--- src/core/nal_map.vh ---
// Constants for the network address loader: timing, addresses, EEPROM image layout.
// Assumes a 25 MHz system clock and a 100 kHz I2C bus on the EEPROM bus.
`ifndef NAL_MAP_VH
`define NAL_MAP_VH
`define NAL_CLK_MHZ 25
`define NAL_QTR_NS 2500
`define NAL_QTR_CYC ((`NAL_QTR_NS * `NAL_CLK_MHZ + 999) / 1000)
`define NAL_DIV_W 6
`define NAL_EEP_DEV 7'h50
`define NAL_CTRL_DEV 7'h60
`define NAL_STAT_DEV 7'h61
`define NAL_AUTO_BYTES 5'h10
`define NAL_MAC_OFS 4'h0
`define NAL_IP_OFS 4'h6
`define NAL_MODE_OFS 4'ha
`define NAL_MAGIC_OFS 4'hb
`define NAL_MAGIC 8'ha5
`define NAL_MODE_HW_ID_ONLY 2'h0
`define NAL_MODE_FULL_NETWORK_LOAD 2'h1
`define NAL_CTRL_FLAGS 4'ha
`endif

--- src/core/nal_loader.v ---
// Network address loader: two I2C masters on the EEPROM bus, two I2C slaves on the
// management bus, and the selection of the MAC and IP address handed to IPbus.
// Assumes open-drain pins resolved outside; user_* inputs are on clk_i.
`timescale 1ns/1ns
`include "nal_map.vh"

module nal_i2c_master (
  input wire clk_i,
  input wire rst_i,
  input wire go_i,
  input wire wr_i,
  input wire [6:0] dev_i,
  input wire [7:0] reg_i,
  input wire [7:0] wdata_i,
  input wire [4:0] nbytes_i,
  input wire sda_i,
  output reg scl_oe_o,
  output reg sda_oe_o,
  output reg busy_o,
  output reg byte_stb_o,
  output reg [7:0] byte_o,
  output reg done_o,
  output reg err_o
);
  localparam S_IDLE = 3'd0;
  localparam S_START = 3'd1;
  localparam S_TX = 3'd2;
  localparam S_RX = 3'd3;
  localparam S_STOP = 3'd4;
  reg [2:0] st;
  reg [1:0] q;
  reg [`NAL_DIV_W-1:0] div;
  reg [3:0] b;
  reg [1:0] seq;
  reg [8:0] sh;
  reg [4:0] left;
  reg wr;
  reg nack;
  wire tick = (div == `NAL_QTR_CYC - 1);
  always @(posedge clk_i) begin
    byte_stb_o <= 1'b0;
    done_o <= 1'b0;
    if (rst_i) begin
      st <= S_IDLE;
      q <= 2'h0;
      div <= {`NAL_DIV_W{1'b0}};
      b <= 4'h0;
      seq <= 2'h0;
      sh <= 9'h000;
      left <= 5'h00;
      wr <= 1'b0;
      nack <= 1'b0;
      scl_oe_o <= 1'b0;
      sda_oe_o <= 1'b0;
      busy_o <= 1'b0;
      byte_o <= 8'h00;
      err_o <= 1'b0;
    end else if (st == S_IDLE) begin
      div <= {`NAL_DIV_W{1'b0}};
      q <= 2'h0;
      if (go_i) begin
        busy_o <= 1'b1;
        err_o <= 1'b0;
        nack <= 1'b0;
        wr <= wr_i;
        left <= nbytes_i;
        seq <= 2'h0;
        st <= S_START;
      end
    end else begin
      div <= tick ? {`NAL_DIV_W{1'b0}} : div + {{(`NAL_DIV_W-1){1'b0}}, 1'b1};
      if (tick) begin
        q <= q + 2'h1;
        case (st)
          S_START: begin
            case (q)
              2'h0: sda_oe_o <= 1'b0;
              2'h1: scl_oe_o <= 1'b0;
              2'h2: sda_oe_o <= 1'b1;
              default: begin
                scl_oe_o <= 1'b1;
                b <= 4'h0;
                st <= S_TX;
                sh <= {dev_i, seq == 2'h3, 1'b1};
              end
            endcase
          end
          S_TX: begin
            case (q)
              2'h0: sda_oe_o <= ~sh[8];
              2'h1: scl_oe_o <= 1'b0;
              2'h2: if (b == 4'h8) nack <= sda_i;
              default: begin
                scl_oe_o <= 1'b1;
                sh <= {sh[7:0], 1'b1};
                b <= b + 4'h1;
                if (b == 4'h8) begin
                  b <= 4'h0;
                  if (nack) begin
                    err_o <= 1'b1;
                    st <= S_STOP;
                  end else begin
                    case (seq)
                      2'h0: begin
                        seq <= 2'h1;
                        sh <= {reg_i, 1'b1};
                      end
                      2'h1: begin
                        if (wr) begin
                          seq <= 2'h2;
                          sh <= {wdata_i, 1'b1};
                        end else begin
                          seq <= 2'h3;
                          st <= S_START;
                        end
                      end
                      2'h2: st <= S_STOP;
                      default: st <= S_RX;
                    endcase
                  end
                end
              end
            endcase
          end
          S_RX: begin
            case (q)
              2'h0: sda_oe_o <= (b == 4'h8) && (left != 5'h01);
              2'h1: scl_oe_o <= 1'b0;
              2'h2: if (b != 4'h8) sh <= {sh[7:0], sda_i};
              default: begin
                scl_oe_o <= 1'b1;
                b <= b + 4'h1;
                if (b == 4'h8) begin
                  b <= 4'h0;
                  byte_stb_o <= 1'b1;
                  byte_o <= sh[7:0];
                  left <= left - 5'h01;
                  if (left == 5'h01) st <= S_STOP;
                end
              end
            endcase
          end
          S_STOP: begin
            case (q)
              2'h0: sda_oe_o <= 1'b1;
              2'h1: scl_oe_o <= 1'b0;
              2'h2: sda_oe_o <= 1'b0;
              default: begin
                st <= S_IDLE;
                busy_o <= 1'b0;
                done_o <= 1'b1;
              end
            endcase
          end
          default: st <= S_IDLE;
        endcase
      end
    end
  end
endmodule // nal_i2c_master

module nal_i2c_slave #(
  parameter [6:0] DEV = 7'h00
) (
  input wire clk_i,
  input wire rst_i,
  input wire scl_i,
  input wire sda_i,
  input wire [7:0] rd_data_i,
  output reg sda_oe_o,
  output reg wr_stb_o,
  output reg [3:0] wr_idx_o,
  output reg [7:0] wr_data_o,
  output reg [3:0] rd_idx_o
);
  localparam T_IDLE = 3'd0;
  localparam T_ADDR = 3'd1;
  localparam T_ACK = 3'd2;
  localparam T_WR = 3'd3;
  localparam T_RD = 3'd4;
  localparam T_RACK = 3'd5;
  reg [2:0] st;
  reg [3:0] cnt;
  reg [7:0] sh;
  reg rw;
  reg first;
  reg scl_q;
  reg sda_q;
  wire rise = scl_i & ~scl_q;
  wire fall = ~scl_i & scl_q;
  wire start = scl_i & scl_q & sda_q & ~sda_i;
  wire stop = scl_i & scl_q & ~sda_q & sda_i;
  always @(posedge clk_i) begin
    scl_q <= scl_i;
    sda_q <= sda_i;
    wr_stb_o <= 1'b0;
    if (rst_i) begin
      st <= T_IDLE;
      cnt <= 4'h0;
      sh <= 8'h00;
      rw <= 1'b0;
      first <= 1'b0;
      sda_oe_o <= 1'b0;
      wr_idx_o <= 4'h0;
      wr_data_o <= 8'h00;
      rd_idx_o <= 4'h0;
    end else if (start) begin
      st <= T_ADDR;
      cnt <= 4'h0;
      first <= 1'b1;
      sda_oe_o <= 1'b0;
    end else if (stop) begin
      st <= T_IDLE;
      sda_oe_o <= 1'b0;
    end else begin
      case (st)
        T_ADDR, T_WR: begin
          if (rise) begin
            sh <= {sh[6:0], sda_i};
            cnt <= cnt + 4'h1;
          end
          if (fall && cnt == 4'h8) begin
            sda_oe_o <= 1'b1;
            st <= T_ACK;
            if (st == T_ADDR) begin
              rw <= sh[0];
              if (sh[7:1] != DEV) begin
                sda_oe_o <= 1'b0;
                st <= T_IDLE;
              end
            end else if (first) begin
              first <= 1'b0;
              rd_idx_o <= sh[3:0];
            end else begin
              wr_stb_o <= 1'b1;
              wr_idx_o <= rd_idx_o;
              wr_data_o <= sh;
              rd_idx_o <= rd_idx_o + 4'h1;
            end
          end
        end
        T_ACK: begin
          if (fall) begin
            cnt <= 4'h0;
            if (rw) begin
              sh <= rd_data_i;
              sda_oe_o <= ~rd_data_i[7];
              st <= T_RD;
            end else begin
              sda_oe_o <= 1'b0;
              st <= T_WR;
            end
          end
        end
        T_RD: begin
          if (fall) begin
            cnt <= cnt + 4'h1;
            sh <= {sh[6:0], 1'b0};
            sda_oe_o <= ~sh[6];
            if (cnt == 4'h7) begin
              sda_oe_o <= 1'b0;
              rd_idx_o <= rd_idx_o + 4'h1;
              st <= T_RACK;
            end
          end
        end
        // Master ack: the next byte is loaded at the fall that ends the ack bit
        T_RACK: if (rise) st <= sda_i ? T_IDLE : T_ACK;
        default: st <= T_IDLE;
      endcase
    end
  end
endmodule // nal_i2c_slave

module nal_loader (
  input wire clk_i,
  input wire rst_i,
  input wire eep_scl_i,
  input wire eep_sda_i,
  output reg eep_scl_o,
  output reg eep_scl_oe_o,
  output reg eep_sda_o,
  output reg eep_sda_oe_o,
  input wire mmc_scl_i,
  input wire mmc_sda_i,
  output reg mmc_sda_o,
  output reg mmc_sda_oe_o,
  input wire [31:0] user_ip_i,
  input wire [47:0] user_mac_i,
  input wire ipb_go_i,
  input wire ipb_wr_i,
  input wire [6:0] ipb_dev_i,
  input wire [7:0] ipb_reg_i,
  input wire [7:0] ipb_wdata_i,
  output reg ipb_busy_o,
  output reg ipb_done_o,
  output reg ipb_err_o,
  output reg [7:0] ipb_rdata_o,
  output reg [31:0] ip_o,
  output reg [47:0] mac_o,
  output reg rarp_o,
  output reg cfg_done_o,
  output reg eep_valid_o
);
  reg [2:0] sync1;
  reg [2:0] sync2;
  reg [7:0] eep [0:15];
  reg [7:0] ctrl [0:15];
  reg [3:0] eep_idx;
  reg auto_fired;
  reg auto_go;
  reg auto_ok;
  reg ip_ovr;
  reg mac_ovr;
  integer i;
  wire a_scl;
  wire a_sda;
  wire a_stb;
  wire [7:0] a_byte;
  wire a_done;
  wire a_err;
  wire o_scl;
  wire o_sda;
  wire o_busy;
  wire o_stb;
  wire [7:0] o_byte;
  wire o_done;
  wire o_err;
  wire c_oe;
  wire c_stb;
  wire [3:0] c_widx;
  wire [7:0] c_wdata;
  wire [3:0] c_ridx;
  wire s_oe;
  wire [3:0] s_ridx;
  wire [1:0] mode = eep[`NAL_MODE_OFS][1:0];
  wire valid = auto_ok && (eep[`NAL_MAGIC_OFS] == `NAL_MAGIC);
  wire [31:0] eep_ip = {eep[6], eep[7], eep[8], eep[9]};
  wire [47:0] eep_mac = {eep[0], eep[1], eep[2], eep[3], eep[4], eep[5]};
  wire [31:0] ctrl_ip = {ctrl[6], ctrl[7], ctrl[8], ctrl[9]};
  wire [47:0] ctrl_mac = {ctrl[0], ctrl[1], ctrl[2], ctrl[3], ctrl[4], ctrl[5]};
  wire [7:0] flags = {eep_valid_o, cfg_done_o, ip_ovr, mac_ovr, 2'h0, mode};
  wire [127:0] stat_vec = {mac_o, ip_o, flags, 40'h00_0000_0000};
  wire [7:0] stat_rd = stat_vec[(8'd127 - {1'b0, s_ridx, 3'h0}) -: 8];
  wire [31:0] next_ip = ip_ovr ? ctrl_ip :
    (valid && mode == `NAL_MODE_FULL_NETWORK_LOAD) ? eep_ip : user_ip_i;
  wire [47:0] next_mac = mac_ovr ? ctrl_mac : valid ? eep_mac : user_mac_i;

  nal_i2c_master u_auto (
    .clk_i(clk_i), .rst_i(rst_i), .go_i(auto_go), .wr_i(1'b0),
    .dev_i(`NAL_EEP_DEV), .reg_i(8'h00), .wdata_i(8'h00),
    .nbytes_i(`NAL_AUTO_BYTES), .sda_i(sync2[0]),
    .scl_oe_o(a_scl), .sda_oe_o(a_sda), .busy_o(),
    .byte_stb_o(a_stb), .byte_o(a_byte), .done_o(a_done), .err_o(a_err)
  );

  nal_i2c_master u_ondemand (
    .clk_i(clk_i), .rst_i(rst_i), .go_i(ipb_go_i & cfg_done_o & ~o_busy),
    .wr_i(ipb_wr_i), .dev_i(ipb_dev_i), .reg_i(ipb_reg_i), .wdata_i(ipb_wdata_i),
    .nbytes_i(5'h01), .sda_i(sync2[0]),
    .scl_oe_o(o_scl), .sda_oe_o(o_sda), .busy_o(o_busy),
    .byte_stb_o(o_stb), .byte_o(o_byte), .done_o(o_done), .err_o(o_err)
  );

  nal_i2c_slave #(.DEV(`NAL_CTRL_DEV)) u_ctrl (
    .clk_i(clk_i), .rst_i(rst_i), .scl_i(sync2[2]), .sda_i(sync2[1]),
    .rd_data_i(ctrl[c_ridx]), .sda_oe_o(c_oe), .wr_stb_o(c_stb),
    .wr_idx_o(c_widx), .wr_data_o(c_wdata), .rd_idx_o(c_ridx)
  );

  nal_i2c_slave #(.DEV(`NAL_STAT_DEV)) u_stat (
    .clk_i(clk_i), .rst_i(rst_i), .scl_i(sync2[2]), .sda_i(sync2[1]),
    .rd_data_i(stat_rd), .sda_oe_o(s_oe), .wr_stb_o(), .wr_idx_o(),
    .wr_data_o(), .rd_idx_o(s_ridx)
  );

  always @(posedge clk_i) begin
    sync1 <= {mmc_scl_i, mmc_sda_i, eep_sda_i};
    sync2 <= sync1;
    auto_go <= 1'b0;
    ipb_done_o <= o_done;
    if (rst_i) begin
      auto_fired <= 1'b0;
      auto_ok <= 1'b0;
      eep_idx <= 4'h0;
      ip_ovr <= 1'b0;
      mac_ovr <= 1'b0;
      for (i = 0; i < 16; i = i + 1) begin
        eep[i] <= 8'h00;
        ctrl[i] <= 8'h00;
      end
      eep_scl_o <= 1'b0;
      eep_scl_oe_o <= 1'b0;
      eep_sda_o <= 1'b0;
      eep_sda_oe_o <= 1'b0;
      mmc_sda_o <= 1'b0;
      mmc_sda_oe_o <= 1'b0;
      ipb_busy_o <= 1'b1;
      ipb_err_o <= 1'b0;
      ipb_rdata_o <= 8'h00;
      ip_o <= 32'h0000_0000;
      mac_o <= 48'h0000_0000_0000;
      rarp_o <= 1'b0;
      cfg_done_o <= 1'b0;
      eep_valid_o <= 1'b0;
    end else begin
      if (!auto_fired) begin
        auto_fired <= 1'b1;
        auto_go <= 1'b1;
      end
      if (a_stb) begin
        eep[eep_idx] <= a_byte;
        eep_idx <= eep_idx + 4'h1;
      end
      if (a_done) begin
        cfg_done_o <= 1'b1;
        auto_ok <= ~a_err;
      end
      if (c_stb) begin
        ctrl[c_widx] <= c_wdata;
        if (c_widx == `NAL_CTRL_FLAGS) begin
          ip_ovr <= c_wdata[0];
          mac_ovr <= c_wdata[1];
        end else if (c_widx >= `NAL_IP_OFS && c_widx < `NAL_MODE_OFS) begin
          ip_ovr <= 1'b1;
        end else if (c_widx < `NAL_IP_OFS) begin
          mac_ovr <= 1'b1;
        end
      end
      eep_scl_oe_o <= a_scl | o_scl;
      eep_sda_oe_o <= a_sda | o_sda;
      mmc_sda_oe_o <= c_oe | s_oe;
      ipb_busy_o <= o_busy | ~cfg_done_o;
      if (o_done) ipb_err_o <= o_err;
      if (o_stb) ipb_rdata_o <= o_byte;
      eep_valid_o <= valid;
      if (cfg_done_o) begin
        ip_o <= next_ip;
        mac_o <= next_mac;
        rarp_o <= (next_ip == 32'h0000_0000);
      end
    end
  end
endmodule // nal_loader

--- config.mk ---
export PLATFORM = sky130hd
export DESIGN_NAME = nal_loader
export DESIGN_NICKNAME = d
export VERILOG_FILES = /design/src/core/nal_loader.v
export VERILOG_INCLUDE_DIRS = /design/src /design/src/core
export SDC_FILE = /design/constraint.sdc
export NUM_CORES = 1
export LEC_CHECK = 0
export ABC_AREA = 1
export BUFFER_PORTS_ARGS = -buffer_cell sky130_fd_sc_hd__buf_4
export CORE_MARGIN = 10
export CORE_UTILIZATION = 40
export DETAILED_ROUTE_END_ITERATION = 7
export PLACE_DENSITY = 0.69
export SLEW_MARGIN = 20
export SYNTH_ARGS = -nofsm -noshare
export SYNTH_HDL_FRONTEND = slang
export SYNTH_SLANG_ARGS = --single-unit
--- constraint.sdc ---
create_clock -name clk_i -period 2 [get_ports clk_i]
set_input_delay 0.1 -clock clk_i [delete_from_list [all_inputs] [get_ports clk_i]]
set_output_delay 0.1 -clock clk_i [all_outputs]
set_load 0.01 [all_outputs]
After elaboration in Yosys (flattened, before gate mapping)

Memory sizes are Yosys's and may differ from the RTL's. A register that Yosys moved wholly into a read port is not among the register bits.
Index checks and enable logic that the tools add are counted.

Flip-flop bits (word level): 263
Memory bits (writable): 256
Input bits: 111
Output and inout port bits: 100
Word-level logic and storage cells: 601
Memories kept: 2

Memories:

| name | depth | bits a word | read ports | clocked after Yosys merged registers in | write ports | line             | text |
|---|---|---|---|---|---|---|---|
| ctrl | 16    | 8           | 11         | 1                                       | 16          | nal_loader.v:308 | `reg [7:0] ctrl [0:15];` |
| eep  | 16    | 8           | 12         | 0                                       | 16          | nal_loader.v:307 | `reg [7:0] eep [0:15];` |

$add $sub $neg: 14
Magnitude comparators: 3
Eq/ne operators: 122
Shift operators: 1
Muxes and demuxes: 235
Bitwise gates (word level): 42
Reductions and logical operators: 111

Operator list:

| cell                | count |
|---|---|
| $shiftx 135x9->8    | 1 |
| $mux 9              | 14 |
| $mux 3              | 36 |
| $mux 4              | 25 |
| $mux 48             | 2 |
| $reduce_and 5->1    | 18 |
| $mux 1              | 86 |
| $mux 8              | 10 |
| $reduce_and 7->1    | 10 |
| $mux 32             | 2 |
| $mux 5              | 12 |
| $pmux 9 s3          | 2 |
| $ne 2x1->1 const B  | 25 |
| $reduce_bool 2->1   | 25 |
| $pmux 3 s4          | 4 |
| $pmux 8 s3          | 2 |
| $ne 2x2->1 const B  | 19 |
| $mux 2              | 17 |
| $logic_not 32->1    | 1 |
| $pmux 4 s2          | 4 |
| $ne 3x1->1 const B  | 10 |
| $not 1->1           | 29 |
| $add 4x1->4 const B | 7 |
| $eq 3x2->1 const B  | 8 |
| 50 further kinds    | 159 |

Longest topological paths before layout

Gate-level depths: netlist of the first run.

Word-level depth: 8
Depth in mapped cells: 15
Gate-level depth less buffers: 14

By module

Synthesis of the first run repeated with hierarchy kept, for this count alone.

Cells, all modules: 3,243
Area, all modules: 25,527.0 µm²

Modules (own cells, without submodules):

| module                      | instances | cells each | area an instance (µm²) | seq. area each (µm²) |
|---|---|---|---|---|
| nal_loader                  | 1         | 1,703      | 15,461.1               | 8,788.4 |
| nal_i2c_master (u_auto)     | 1         | 446        | 2,955.3                | 940.9 |
| nal_i2c_master (u_ondemand) | 1         | 443        | 2,900.3                | 940.9 |
| nal_i2c_slave (u_stat)      | 1         | 322        | 2,119.5                | 740.7 |
| nal_i2c_slave (u_ctrl)      | 1         | 329        | 2,090.8                | 740.7 |

Least setup slack after synthesis of the first run

No wires, ideal clock.

Kind: register to register
From: register u_ondemand.seq[0]
To: register u_ondemand.sh[6]
Setup time: 0.070 ns
Arrival: 1.812 ns
Data required time: 1.930 ns
Setup slack: 0.118 ns
Cell stages (with the launch flop): 11
Path buffers: 2
Clock period less this slack: 1.882 ns
Cell sequence: dfxtp_1 -> inv_1 -> ha_1 -> buf_2 -> or2_2 -> nand3_1 -> buf_2 -> a221oi_1 -> a211oi_1 -> nor2_1 -> a21oi_1

Cells in the longest elaborated chain, start to end: 6
Elaborated cells between the ends (all ways): 7
Those cells by class: eq/ne: 1; mux: 5; reduce/logical: 1

RTL lines:

| element                                       | line             | text |
|---|---|---|
| start, declared                               | nal_loader.v:34  | `reg [1:0] seq;` |
| start signal, assigned                        | nal_loader.v:48  | `seq <= 2'h0;` |
| start signal, assigned                        | nal_loader.v:67  | `seq <= 2'h0;` |
| start signal, assigned                        | nal_loader.v:105 | `seq <= 2'h1;` |
| $eq 2x1->1 or $logic_not 2->1 (tied branches) | nal_loader.v:103 | `case (seq)` |
| $pmux 9 s2 (*)                                | nal_loader.v:103 |  |
| $mux 9 (*)                                    | nal_loader.v:99  | `if (nack) begin` |
| $mux 9 (*)                                    | nal_loader.v:97  | `if (b == 4'h8) begin` |
| $mux 9 (*)                                    | nal_loader.v:89  | `case (q)` |
| $pmux 9 s3 (*)                                | nal_loader.v:74  | `case (st)` |
| end signal, assigned                          | nal_loader.v:84  | `sh <= {dev_i, seq == 2'h3, 1'b1};` |
| end signal, assigned                          | nal_loader.v:95  | `sh <= {sh[7:0], 1'b1};` |
| end signal, assigned                          | nal_loader.v:106 | `sh <= {reg_i, 1'b1};` |
| end, declared                                 | nal_loader.v:35  | `reg [8:0] sh;` |

Mark *: on every way between the ends. The rest lies on a longest branch, timed or not. The select of a mux whose other input is x is not followed.
A chain may end at the register's enable or synchronous reset.

==> flow_metrics.py, run 1 <==
metrics = {
    "layout": {
        "utilization_pct": 50.9,
        "syn_to_final_growth_pct": 25.4,
        "fin_cells": 3854,
        "fin_nets": 3206,
        "diodes": 0,
        "drive_gt1_share_pct": 19.2,
    },
    "route": {
        "drc_errors": 0,
        "drt-initial-drc-count": 2237,
        "num_vias": 21200,
        "routed_wirelength_um": 78100,
        "first_pass_iters": 8,
        "wire_per_inst_um": 20.3,
        "via_per_inst": 5.50,
        "final_antenna_net_count": 0,
    },
    "grt": {
        "grt-ovfl-total": 0,
        "track_usage_pct": 22.2,
        "antenna_found_initial": 0,
        "grt_pass1_wl_um": 117000,
        "grt_max_degree": 74,
        "grt_pass1_vias": 20100,
    },
    "clocking": {
        "clock-sinks": 485,
        "cts.reportedPaths.clkPinSlew_ns": 0.06,
        "cts_tree": "done",
        "cts.path.max_buffers": 3,
        "cts_max_level": 2,
        "cts_buffers": 51,
        "insertion_delay_ns": 0.61,
        "cts_root_buffer": "clkbuf_16",
    },
    "logic_synthesis": {
        "synth.ff_latch_count": 485,
        "synth_edf_count": 218,
        "synth_area_leaders": "edfxtp_1 28%, dfxtp_1 23%, nor2_1 7.3%",
        "yosys.area.top_type": "edfxtp_1",
        "ys_seq_area_share_pct": 51.6,
        "synth_flop_cell": "dfxtp_1",
        "synth.avg_cell_area_um2": 8.46,
        "ys_top_cells_by_count": "445 x nor2_1, 358 x nand2_1, 267 x dfxtp_1, 229 x o21ai_0",
        "synthCells": 2722,
        "synth_area_mm2": 0.0230,
        "async_flop_share_pct": 0,
        "yosys.area.top_type_share_pct": 28.4,
        "synth.most_common_cell": "nor2_1",
        "yosys.cell_types.count": 66,
        "yosysWarnings": 0,
    },
    "pwr": {
        "p_leak_nw": 11.2,
        "power_density_mw_per_mm2": 818,
        "max-vdd-ir-drop_v": 0.000613,
    },
    "floorplan": {
        "dieWidth_um": 260,
        "design.core.area_mm2": 0.0567,
        "die_area_mm2": 0.0676,
        "rows": 87,
        "ios": 211,
        "die_h_um": 260,
        "start_util_pct": 40.6,
    },
    "critical_path": {
        "worstPathRequired_ns": 2.48,
        "worstSetupEndpointType": "flop",
        "worstSetupStartpointType": "flop",
        "worstPathArrival_ns": 2.45,
        "crit_fanout": 11,
        "critPathKind": "reg -> reg",
    },
    "placed_design": {
        "io_buffers": 206,
        "dp_hpwl_um": 57500,
        "post-place-cells": 3692,
        "dpl_worst_slack_ns": -0.0329,
        "gp_congestion": 0.961,
    },
    "timing": {
        "final_hold_viol_count": 0,
        "worst_slack_ns": 0.0287,
        "fin_skew_ns": 0.0231,
        "timing.final.crit_share_pct": 98.6,
        "tightest_slew_ns": 0.781,
        "relSlewSlack_pct": 47.9,
        "finalSetupViolCount": 0,
        "fmax_ghz": 0.507,
        "fin_crit_ns": 1.97,
        "drv_slew": 0,
        "grt_setup_unrepaired": "yes",
    },
    "hold_path": {
        "min_path_type": "in -> reg",
    },
    "job": {
        "maxCapViolations": 0,
    },
    "outcome": {
        "outcome": "finished clean",
    },
}
worst paths after layout:
| check | from | to | slack [ns] | cells past startpoint |
|---|---|---|---|---|
| max | eep[11][1] | rarp_o | 0.03 | 15 |
| max reg2reg | eep[11][1] | rarp_o | 0.03 | 15 |
| min | user_mac_i[5] | mac_o[5] | 0.006 | 3 |
| min reg2reg | sync1[0] | sync2[0] | 0.33 | 0 |
worst max-delay path, cell delays in order (launching register included):
cell and delay (ns):
edfxtp_1 0.39, inv_1 0.07, nand2_1 0.06, nor2_2 0.12, nand4_4 0.21, inv_1 0.19, buf_12 0.14, nand2_1 0.06
nand3_1 0.14, nand2_2 0.09, nand2_1 0.09, nor2_1 0.04, nand2_1 0.07, nor2_1 0.04, nand2_1 0.06, a21oi_1 0.05
registers in the layout (all words and copies together), names as in the netlist, 5 cells and up, named ones only:
name and count:
ctrl 128, eep 90, ip_o 32, ipb_rdata_o 8, mac_o 48, u_auto.byte_o 8, u_auto.div 6, u_auto.left 5
u_auto.sh 9, u_ctrl.sh 8, u_ctrl.wr_data_o 8, u_ondemand.byte_o 8, u_ondemand.div 6, u_ondemand.left 5, u_ondemand.sh 9, u_stat.sh 8
through the flow:
step / power [mW] / setup TNS (ns) / hold slack (ns) / area, µm²
3_3_place_gp: 13.1 / 0 / 0.219 / 26300
5_1_grt: 24.4 / -0.123 / 0.00533 / 28900
6_report: 23.6 / 0 / 0.00650 / 28900
3_5_place_dp: 13.2 / -0.0329 / 0.217 / 26300
4_1_cts: 23.6 / 0 / 0.000264 / 28700
2_1_floorplan: 12.3 / 0 / 0.128 / 23000
cell families (layout without fill, tap and decap cells):
group / count (synthesis) / after routing / share of synthesized area, %
and+or+nand+nor: 1075 / 1075 / 20.4
AOI/OAI and AO/OA: 716 / 716 / 18.6
DFF: 485 / 485 / 51.6
buffers and inverters: 389 / 763 / 6.59
adders and majority gates: 38 / 38 / 2.06
xor gates and xnor gates: 14 / 14 / 0.532
muxes: 4 / 4 / 0.179
other: 1 / 3 / 0.0163
where the power goes:
part / internal, mW / switching (mW)
clock: 6.37 / 4.04
sequential: 10.7 / 0.218
combinational: 0.898 / 1.42
cell type report:
type                    instances  area [µm²]
fillers                      5204       27800
inverters                     245         936
multi-input cells            1850        9710
repair buffers                424        3550
clock inverters                29         434
well taps                     756         946
clock buffers                  65        1400
flip-flops and latches        485       11900
per-layer routing:
layer  global-route usage (%)  wire length [µm]
met3                     5.63              7390
met2                     35.8             35700
met1                     27.2             31100
met4                     11.0              3950
met5                        0                 0
placed cells by master, fill, tap and decap left out, types with 10 or more instances in the layout:
master / n
buf_12: 16
nand2_1: 353
inv_1: 221
a221oi_1: 22
a21oi_1: 226
o211ai_1: 122
nand3_1: 103
nor2_1: 437
or2_2: 71
nor3_1: 28
clkinv_1: 10
xor2_1: 10
nand4_1: 23
nor2_2: 10
o22ai_1: 14
bufinv_16: 11
a211oi_1: 32
dfxtp_1: 259
edfxtp_1: 218
inv_2: 12
clkbuf_16: 53
o21ai_0: 226
buf_4: 342
dlygate4sd3_1: 60
a31oi_1: 14
ha_1: 38
a22oi_1: 13
repair_timing:
action	4_1_cts	5_1_grt
hold buffers	59	1
gates resized for setup	1	39
endpoints found under the hold margin	56	1
setup endpoints to repair	1	54
setup buffers	0	7
pin swaps	0	7
cloned	0	1
Power figures use the tool's default switching activity.
==> inputs of run 2 (changes only) <==
--- a/config.mk
+++ b/config.mk
@@ -11,6 +11,7 @@
 export CORE_MARGIN = 10
 export CORE_UTILIZATION = 40
 export DETAILED_ROUTE_END_ITERATION = 7
+export MAX_ROUTING_LAYER = met4
 export PLACE_DENSITY = 0.69
 export SLEW_MARGIN = 20
 export SYNTH_ARGS = -nofsm -noshare
==> run 2 against run 1 <==
Effect of this change:
- hold slack worse by 0.0087 ns
- clock skew rose by 0.0039 ns
- final cell count down 0.23%
- global-route usage rose by 0.54 points
- utilization fell by 0.26 points
- die area stayed put
- combinational power down 5%
- largest cell class unchanged
- worst setup slack gained 0.0014 ns
- the run now ends with hold timing left
==> flow_metrics.py, run 2 (synthesis gave the netlist of run 1 again) <==
metrics = {
    "outcome": {
        "outcome": "complete, but fails checks",
        "failed_checks": "hold timing",
    },
    "placed_design": {
        "io_buffers": 206,
        "dp_hpwl_um": 56300,
        "post-place-cells": 3681,
        "gp_congestion": 0.973,
    },
    "timing": {
        "relSlewSlack_pct": 48.2,
        "fmax_ghz": 0.508,
        "final_hold_viol_count": 1,
        "finalSetupViolCount": 0,
        "whs_ns": -0.00220,
        "timing.final.crit_share_pct": 98.5,
        "grt_setup_unrepaired": "yes",
        "fin_crit_ns": 1.97,
        "tightest_slew_ns": 0.776,
        "fin_skew_ns": 0.0270,
        "drv_slew": 0,
    },
    "layout": {
        "reg.largest.list": "ctrl: 128 flops, eep: 90 flops, mac_o: 48 flops",
        "utilization_pct": 50.7,
        "fillers": 5217,
        "diodes": 0,
        "final_cell_mix": "439 x nor2_1, 354 x nand2_1, 336 x buf_4, 261 x dfxtp_1, 226 x a21oi_1",
        "syn_to_final_growth_pct": 24.7,
        "drive_gt1_share_pct": 18.6,
        "fin_nets": 3195,
        "fin_cells": 3845,
        "regMostFlops": "ctrl",
        "largest_reg_flops": 128,
        "final_common_cell": "nor2_1",
    },
    "clocking": {
        "cts_tree": "done",
        "insertion_delay_ns": 0.62,
        "cts_buffers": 51,
        "cts_max_level": 2,
        "clock-sinks": 485,
        "cts.path.max_buffers": 3,
        "cts_root_buffer": "clkbuf_16",
        "cts.reportedPaths.clkPinSlew_ns": 0.06,
    },
    "critical_path": {
        "critPathLaunch": "eep[11][6]",
        "r2r_end": "rarp_o",
        "critical_path.cell_chain": "nor2_1 > nand4_4 > buf_12 > nand2_1 > nand3_1 > nand2_1 > nand2_1 > nor2_1 > nand2_1 > nor2_1 > nand2_1 > a21oi_1",
        "worstPathRequired_ns": 2.55,
        "crit_end": "rarp_o",
        "crit_fanout": 17,
        "worstSetupStartpointType": "flop",
        "worstPathArrival_ns": 2.52,
        "r2r-start": "eep[11][6]",
        "cp_common_cell": "nand2_1",
        "r2r_slack_ns": 0.03,
        "critPathKind": "reg -> reg",
        "max_stage_delay_ns": 0.38,
        "cp_slowest_cell": "edfxtp_1",
        "ff2ff_path_depth": 12,
        "worstSetupEndpointType": "flop",
    },
    "pwr": {
        "switchingPower_mw": 5.68,
        "max-vdd-ir-drop_v": 0.000622,
        "power_density_mw_per_mm2": 815,
        "power.share.combinational_pct": 9.4,
        "power_frac_seq_pct": 46.4,
        "p_leak_nw": 11.1,
        "internal_power_mw": 17.7,
        "switching_share_pct": 24.3,
        "clkPwrFrac_pct": 44.2,
    },
    "floorplan": {
        "dieWidth_um": 260,
        "rows": 87,
        "die_area_mm2": 0.0676,
        "die_h_um": 260,
        "design.core.area_mm2": 0.0567,
        "start_util_pct": 40.6,
        "ios": 211,
    },
    "grt": {
        "grt_pass1_wl_um": 117000,
        "grt-ovfl-total": 0,
        "grt_max_degree": 74,
        "track_usage_pct": 22.8,
        "grt_pass1_vias": 19900,
        "antenna_found_initial": 0,
    },
    "route": {
        "wire_per_inst_um": 20.1,
        "via_per_inst": 5.48,
        "num_vias": 21100,
        "routed_wirelength_um": 77400,
        "final_antenna_net_count": 0,
        "drt-initial-drc-count": 2388,
        "drc_errors": 0,
        "first_pass_iters": 6,
    },
    "job": {
        "maxCapViolations": 0,
    },
    "hold_path": {
        "min_path_type": "in -> reg",
    },
}
==> run 2: cell count changes in the layout (fill, tap and decap cells not counted), sizes merged <==
| cell | before | now |
|---|---|---|
| clkinv | 19 | 17 |
| dlygate4sd3 | 60 | 63 |
| bufinv | 11 | 9 |
| clkbuf | 66 | 72 |
| clkinvlp | 8 | 7 |
| buf | 363 | 349 |
| inv | 236 | 237 |
==> run 2: repair_timing <==
action,CTS,global route
endpoints found under the setup margin,1,50
endpoints found under the hold margin,62,0
buffers inserted,0,4
gates resized for setup,1,28
pin swaps,0,2
hold buffers,63,0
gates cloned,0,1
==> run 2: power groups by stage <==
stage	clock, mW	combinational (mW)	sequential [mW]
after global placement	0	2.05	11.1
final	10.4	2.20	10.9
after CTS	10.5	2.17	10.9
after detailed placement	0	2.07	11.1
after global routing	10.9	2.43	10.9
after floorplan	0	1.33	11.0
==> run 2: area by class of cell <==
cell class	count	area [µm²]	area share, %
Inverter	245	932	3.24
Clock buffer	71	1460	5.07
Sequential cell	485	11900	41.4
Timing Repair Buffer	413	3430	11.9
Multi-Input combinational cell	1850	9690	33.7
Tap cell	756	946	3.29
Clock inverter	25	375	1.31
==> run 2: routing by layer <==
layer	up-vias	share of wire, %	global-route usage (%)
met2	991	46	35.7
li1	10000	-	-
met5	-	0	-
met3	200	8.9	4.09
met4	0	4.6	10.2
met1	9848	40	28.3
==> run 2: worst max-delay path: cells and delay by family (launching register included) <==
family	cells	cell delay [ns]
AOI/OAI and AO/OA	1	0.11
buffers and inverters	1	0.19
DFF	1	0.38
and+or+nand+nor	10	1.20
==> run 2: how the worst min path moves through the flow <==
stage / startpoint / endpoint / slack, ns / depth (start not counted)
after CTS: ipb_reg_i[2] / u_ondemand.sh[3] / 0.003 / 5
after detailed placement: mmc_sda_i / sync1[1] / 0.22 / 1
after global routing: user_mac_i[5] / mac_o[5] / 0.02 / 3
after global placement: mmc_scl_i / sync1[2] / 0.22 / 1
final: user_mac_i[13] / mac_o[13] / -0.002 / 3
after floorplan: eep_sda_i / sync1[0] / 0.13 / 0
==> run 2: metrics by stage <==
step	worst slack [ns]	power, mW	area (µm²)	setup TNS, ns
2_1_floorplan	0.118	12.3	23000	0
3_3_place_gp	0.00865	13.1	26100	0
3_5_place_dp	-0.0483	13.1	26100	-0.0483
4_1_cts	0.0400	23.5	28600	0
5_1_grt	-0.0266	24.2	28700	-0.0266
6_report	0.0302	23.4	28700	0
==> inputs of run 3 (changes only) <==
--- a/config.mk
+++ b/config.mk
@@ -9,10 +9,11 @@
 export ABC_AREA = 1
 export BUFFER_PORTS_ARGS = -buffer_cell sky130_fd_sc_hd__buf_4
 export CORE_MARGIN = 10
-export CORE_UTILIZATION = 40
+export CORE_UTILIZATION = 55
 export DETAILED_ROUTE_END_ITERATION = 7
 export MAX_ROUTING_LAYER = met4
-export PLACE_DENSITY = 0.69
+export PLACE_DENSITY = 0.84
+export RECOVER_POWER = 25
 export SLEW_MARGIN = 20
 export SYNTH_ARGS = -nofsm -noshare
 export SYNTH_HDL_FRONTEND = slang
==> constraint.sdc (replaced) <==
create_clock -name clk_i -period 2.4 [get_ports clk_i]
set_input_delay 0.12 -clock clk_i [delete_from_list [all_inputs] [get_ports clk_i]]
set_output_delay 0.12 -clock clk_i [all_outputs]
set_load 0.01 [all_outputs]
==> run 3 against run 2 <==
Effect of this change:
- the run now ends clean
- largest cell class unchanged
- first-iteration DRC count grew 24%
- final cell count shrank 7.9%
- design area shrank 5.7%
- critical path type unchanged
- sequential cell count is the same
- wire length shrank 0.44%
- sequential share of layout area grew 2.5 points
- die area shrank 25%
- hold slack gained 0.015 ns
- critical path depth shrank 2
==> flow_metrics.py, run 3 (synthesis gave the netlist of run 1 again) <==
metrics = {
    "floorplan": {
        "die_h_um": 225,
        "design.core.area_mm2": 0.0411,
        "dieWidth_um": 225,
        "rows": 74,
        "ios": 211,
        "start_util_pct": 56.0,
        "die_area_mm2": 0.0505,
    },
    "critical_path": {
        "worstPathArrival_ns": 2.84,
        "worstSetupStartpointType": "flop",
        "crit_fanout": 16,
        "critPathKind": "reg -> reg",
        "worstSetupEndpointType": "flop",
        "worstPathRequired_ns": 2.88,
    },
    "route": {
        "wire_per_inst_um": 21.8,
        "num_vias": 21500,
        "drc_errors": 0,
        "first_pass_iters": 6,
        "final_antenna_net_count": 0,
        "routed_wirelength_um": 77100,
        "drt-initial-drc-count": 2973,
        "via_per_inst": 6.08,
    },
    "timing": {
        "fin_skew_ns": 0.0359,
        "finalSetupViolCount": 0,
        "tightest_slew_ns": 0.843,
        "grt_setup_unrepaired": "no",
        "finalSetupTns_ns": 0,
        "timing.final.crit_share_pct": 98.0,
        "fin_crit_ns": 2.35,
        "drv_slew": 0,
        "final_hold_viol_count": 0,
        "relSlewSlack_pct": 43.8,
        "fmax_ghz": 0.425,
    },
    "layout": {
        "final_cell_mix": "446 x nor2_1, 358 x nand2_1, 265 x dfxtp_1, 229 x o21ai_0, 226 x a21oi_1",
        "syn_to_final_growth_pct": 17.6,
        "regArea_mm2": 0.0119,
        "largest_reg_flops": 128,
        "reg.largest.list": "ctrl: 128 flops, eep: 90 flops, mac_o: 48 flops",
        "drive_gt1_share_pct": 12.7,
        "multi_input_area_mm2": 0.00963,
        "regMostFlops": "ctrl",
        "fin_cells": 3543,
        "final_common_cell": "nor2_1",
        "fillers": 3380,
        "fin_nets": 3113,
        "utilization_pct": 65.9,
    },
    "outcome": {
        "outcome": "finished clean",
    },
    "placed_design": {
        "io_buffers": 206,
        "post-place-cells": 3397,
        "gp_congestion": 1.04,
        "dp_hpwl_um": 54700,
    },
    "pwr": {
        "max-vdd-ir-drop_v": 0.000507,
        "p_leak_nw": 10.2,
        "power_density_mw_per_mm2": 694,
    },
    "grt": {
        "grt_pass1_vias": 20800,
        "use_met1_pct": 37.1,
        "grt-ovfl-total": 0,
        "met2_usage_pct": 49.1,
        "grt_pass1_wl_um": 118000,
        "grt_use_met3_pct": 4.66,
        "busiest_layer": "met2",
        "grt_max_degree": 80,
        "track_usage_pct": 30.6,
        "antenna_found_initial": 2,
    },
    "clocking": {
        "cts.path.max_buffers": 3,
        "cts_max_level": 2,
        "cts.reportedPaths.clkPinSlew_ns": 0.06,
        "insertion_delay_ns": 0.61,
        "cts_buffers": 52,
        "clock-sinks": 485,
        "ctsResizeCount": 0,
        "cts_tree": "done",
        "cts_root_buffer": "clkbuf_16",
    },
    "job": {
        "maxCapViolations": 0,
    },
    "hold_path": {
        "min_path_type": "in -> reg",
    },
}
## run 3: changes by cell type in the layout (fill, tap and decap cells not counted), sizes merged
| cell | change |
|---|---|
| buf | -175 |
| bufinv | -7 |
| clkbuf | +105 |
| clkinv | +15 |
| clkinvlp | -5 |
| diode | +3 |
| dlygate4sd3 | -18 |
| inv | +4 |
## run 3: path summary, 6_finish.rpt
kind                      start  slack (ns)              end  cells after the start
max          u_stat.rd_idx_o[1]        0.05  u_stat.sda_oe_o                     10
min               user_ip_i[25]        0.01         ip_o[25]                      7
max reg2reg  u_stat.rd_idx_o[1]        0.05  u_stat.sda_oe_o                     10
min reg2reg            sync1[1]        0.32         sync2[1]                      0
## run 3: worst max-delay path: stages (launching register included)
cell and delay, ns:
dfxtp_1 0.50, inv_2 0.19, nor2_4 0.43, a22oi_1 0.18
o22ai_1 0.30, o21ai_0 0.17, buf_4 0.18, nand3_1 0.07
nand2_1 0.08, nand2_1 0.06, a21oi_1 0.05
## run 3: final cells by class
type                            instances  area share, %
Clock buffer                           66           5.38
Inverter                              245           3.43
Tap cell                              532           2.46
Timing Repair Buffer                  330           8.39
Multi-Input combinational cell       1850           35.5
Antenna cell                            3         0.0277
Sequential cell                       485           43.9
Clock inverter                         32          0.868
## run 3: per-stage QoR
stage / total power, mW / cell area (µm²) / hold WS, ns / setup slack, ns
global placement: 10.8 / 25300 / 0.227 / 0.200
finish: 18.8 / 27100 / 0.0129 / 0.0475
floorplan: 10.3 / 23000 / 0.148 / 0.518
detailed placement: 10.9 / 25300 / 0.229 / 0.165
global route: 19.4 / 27100 / 0.0343 / 0.00687
CTS: 18.8 / 27500 / 0.00155 / 0.168
## run 3: report_power, final
group / switching [mW] / leakage (nW) / internal, mW
Combinational: 1.16 / 5.03 / 0.612
Sequential: 0.185 / 4.31 / 8.89
Clock: 3.44 / 0.843 / 4.53
Total: 4.78 / 10.2 / 14.0
## run 3: per-layer routing
layer | vias to the layer above | routed length, µm
met5 | - | 0
met4 | 0 | 4100
met3 | 240 | 7200
met2 | 1374 | 35900
met1 | 10100 | 29900
li1 | 9867 | -
## run 3: timing repair
| action | 4_1_cts | 5_1_grt |
|---|---|---|
| hold buffers | 45 | 0 |
| hold endpoints to repair | 45 | 0 |
| buffers inserted | 0 | 0 |
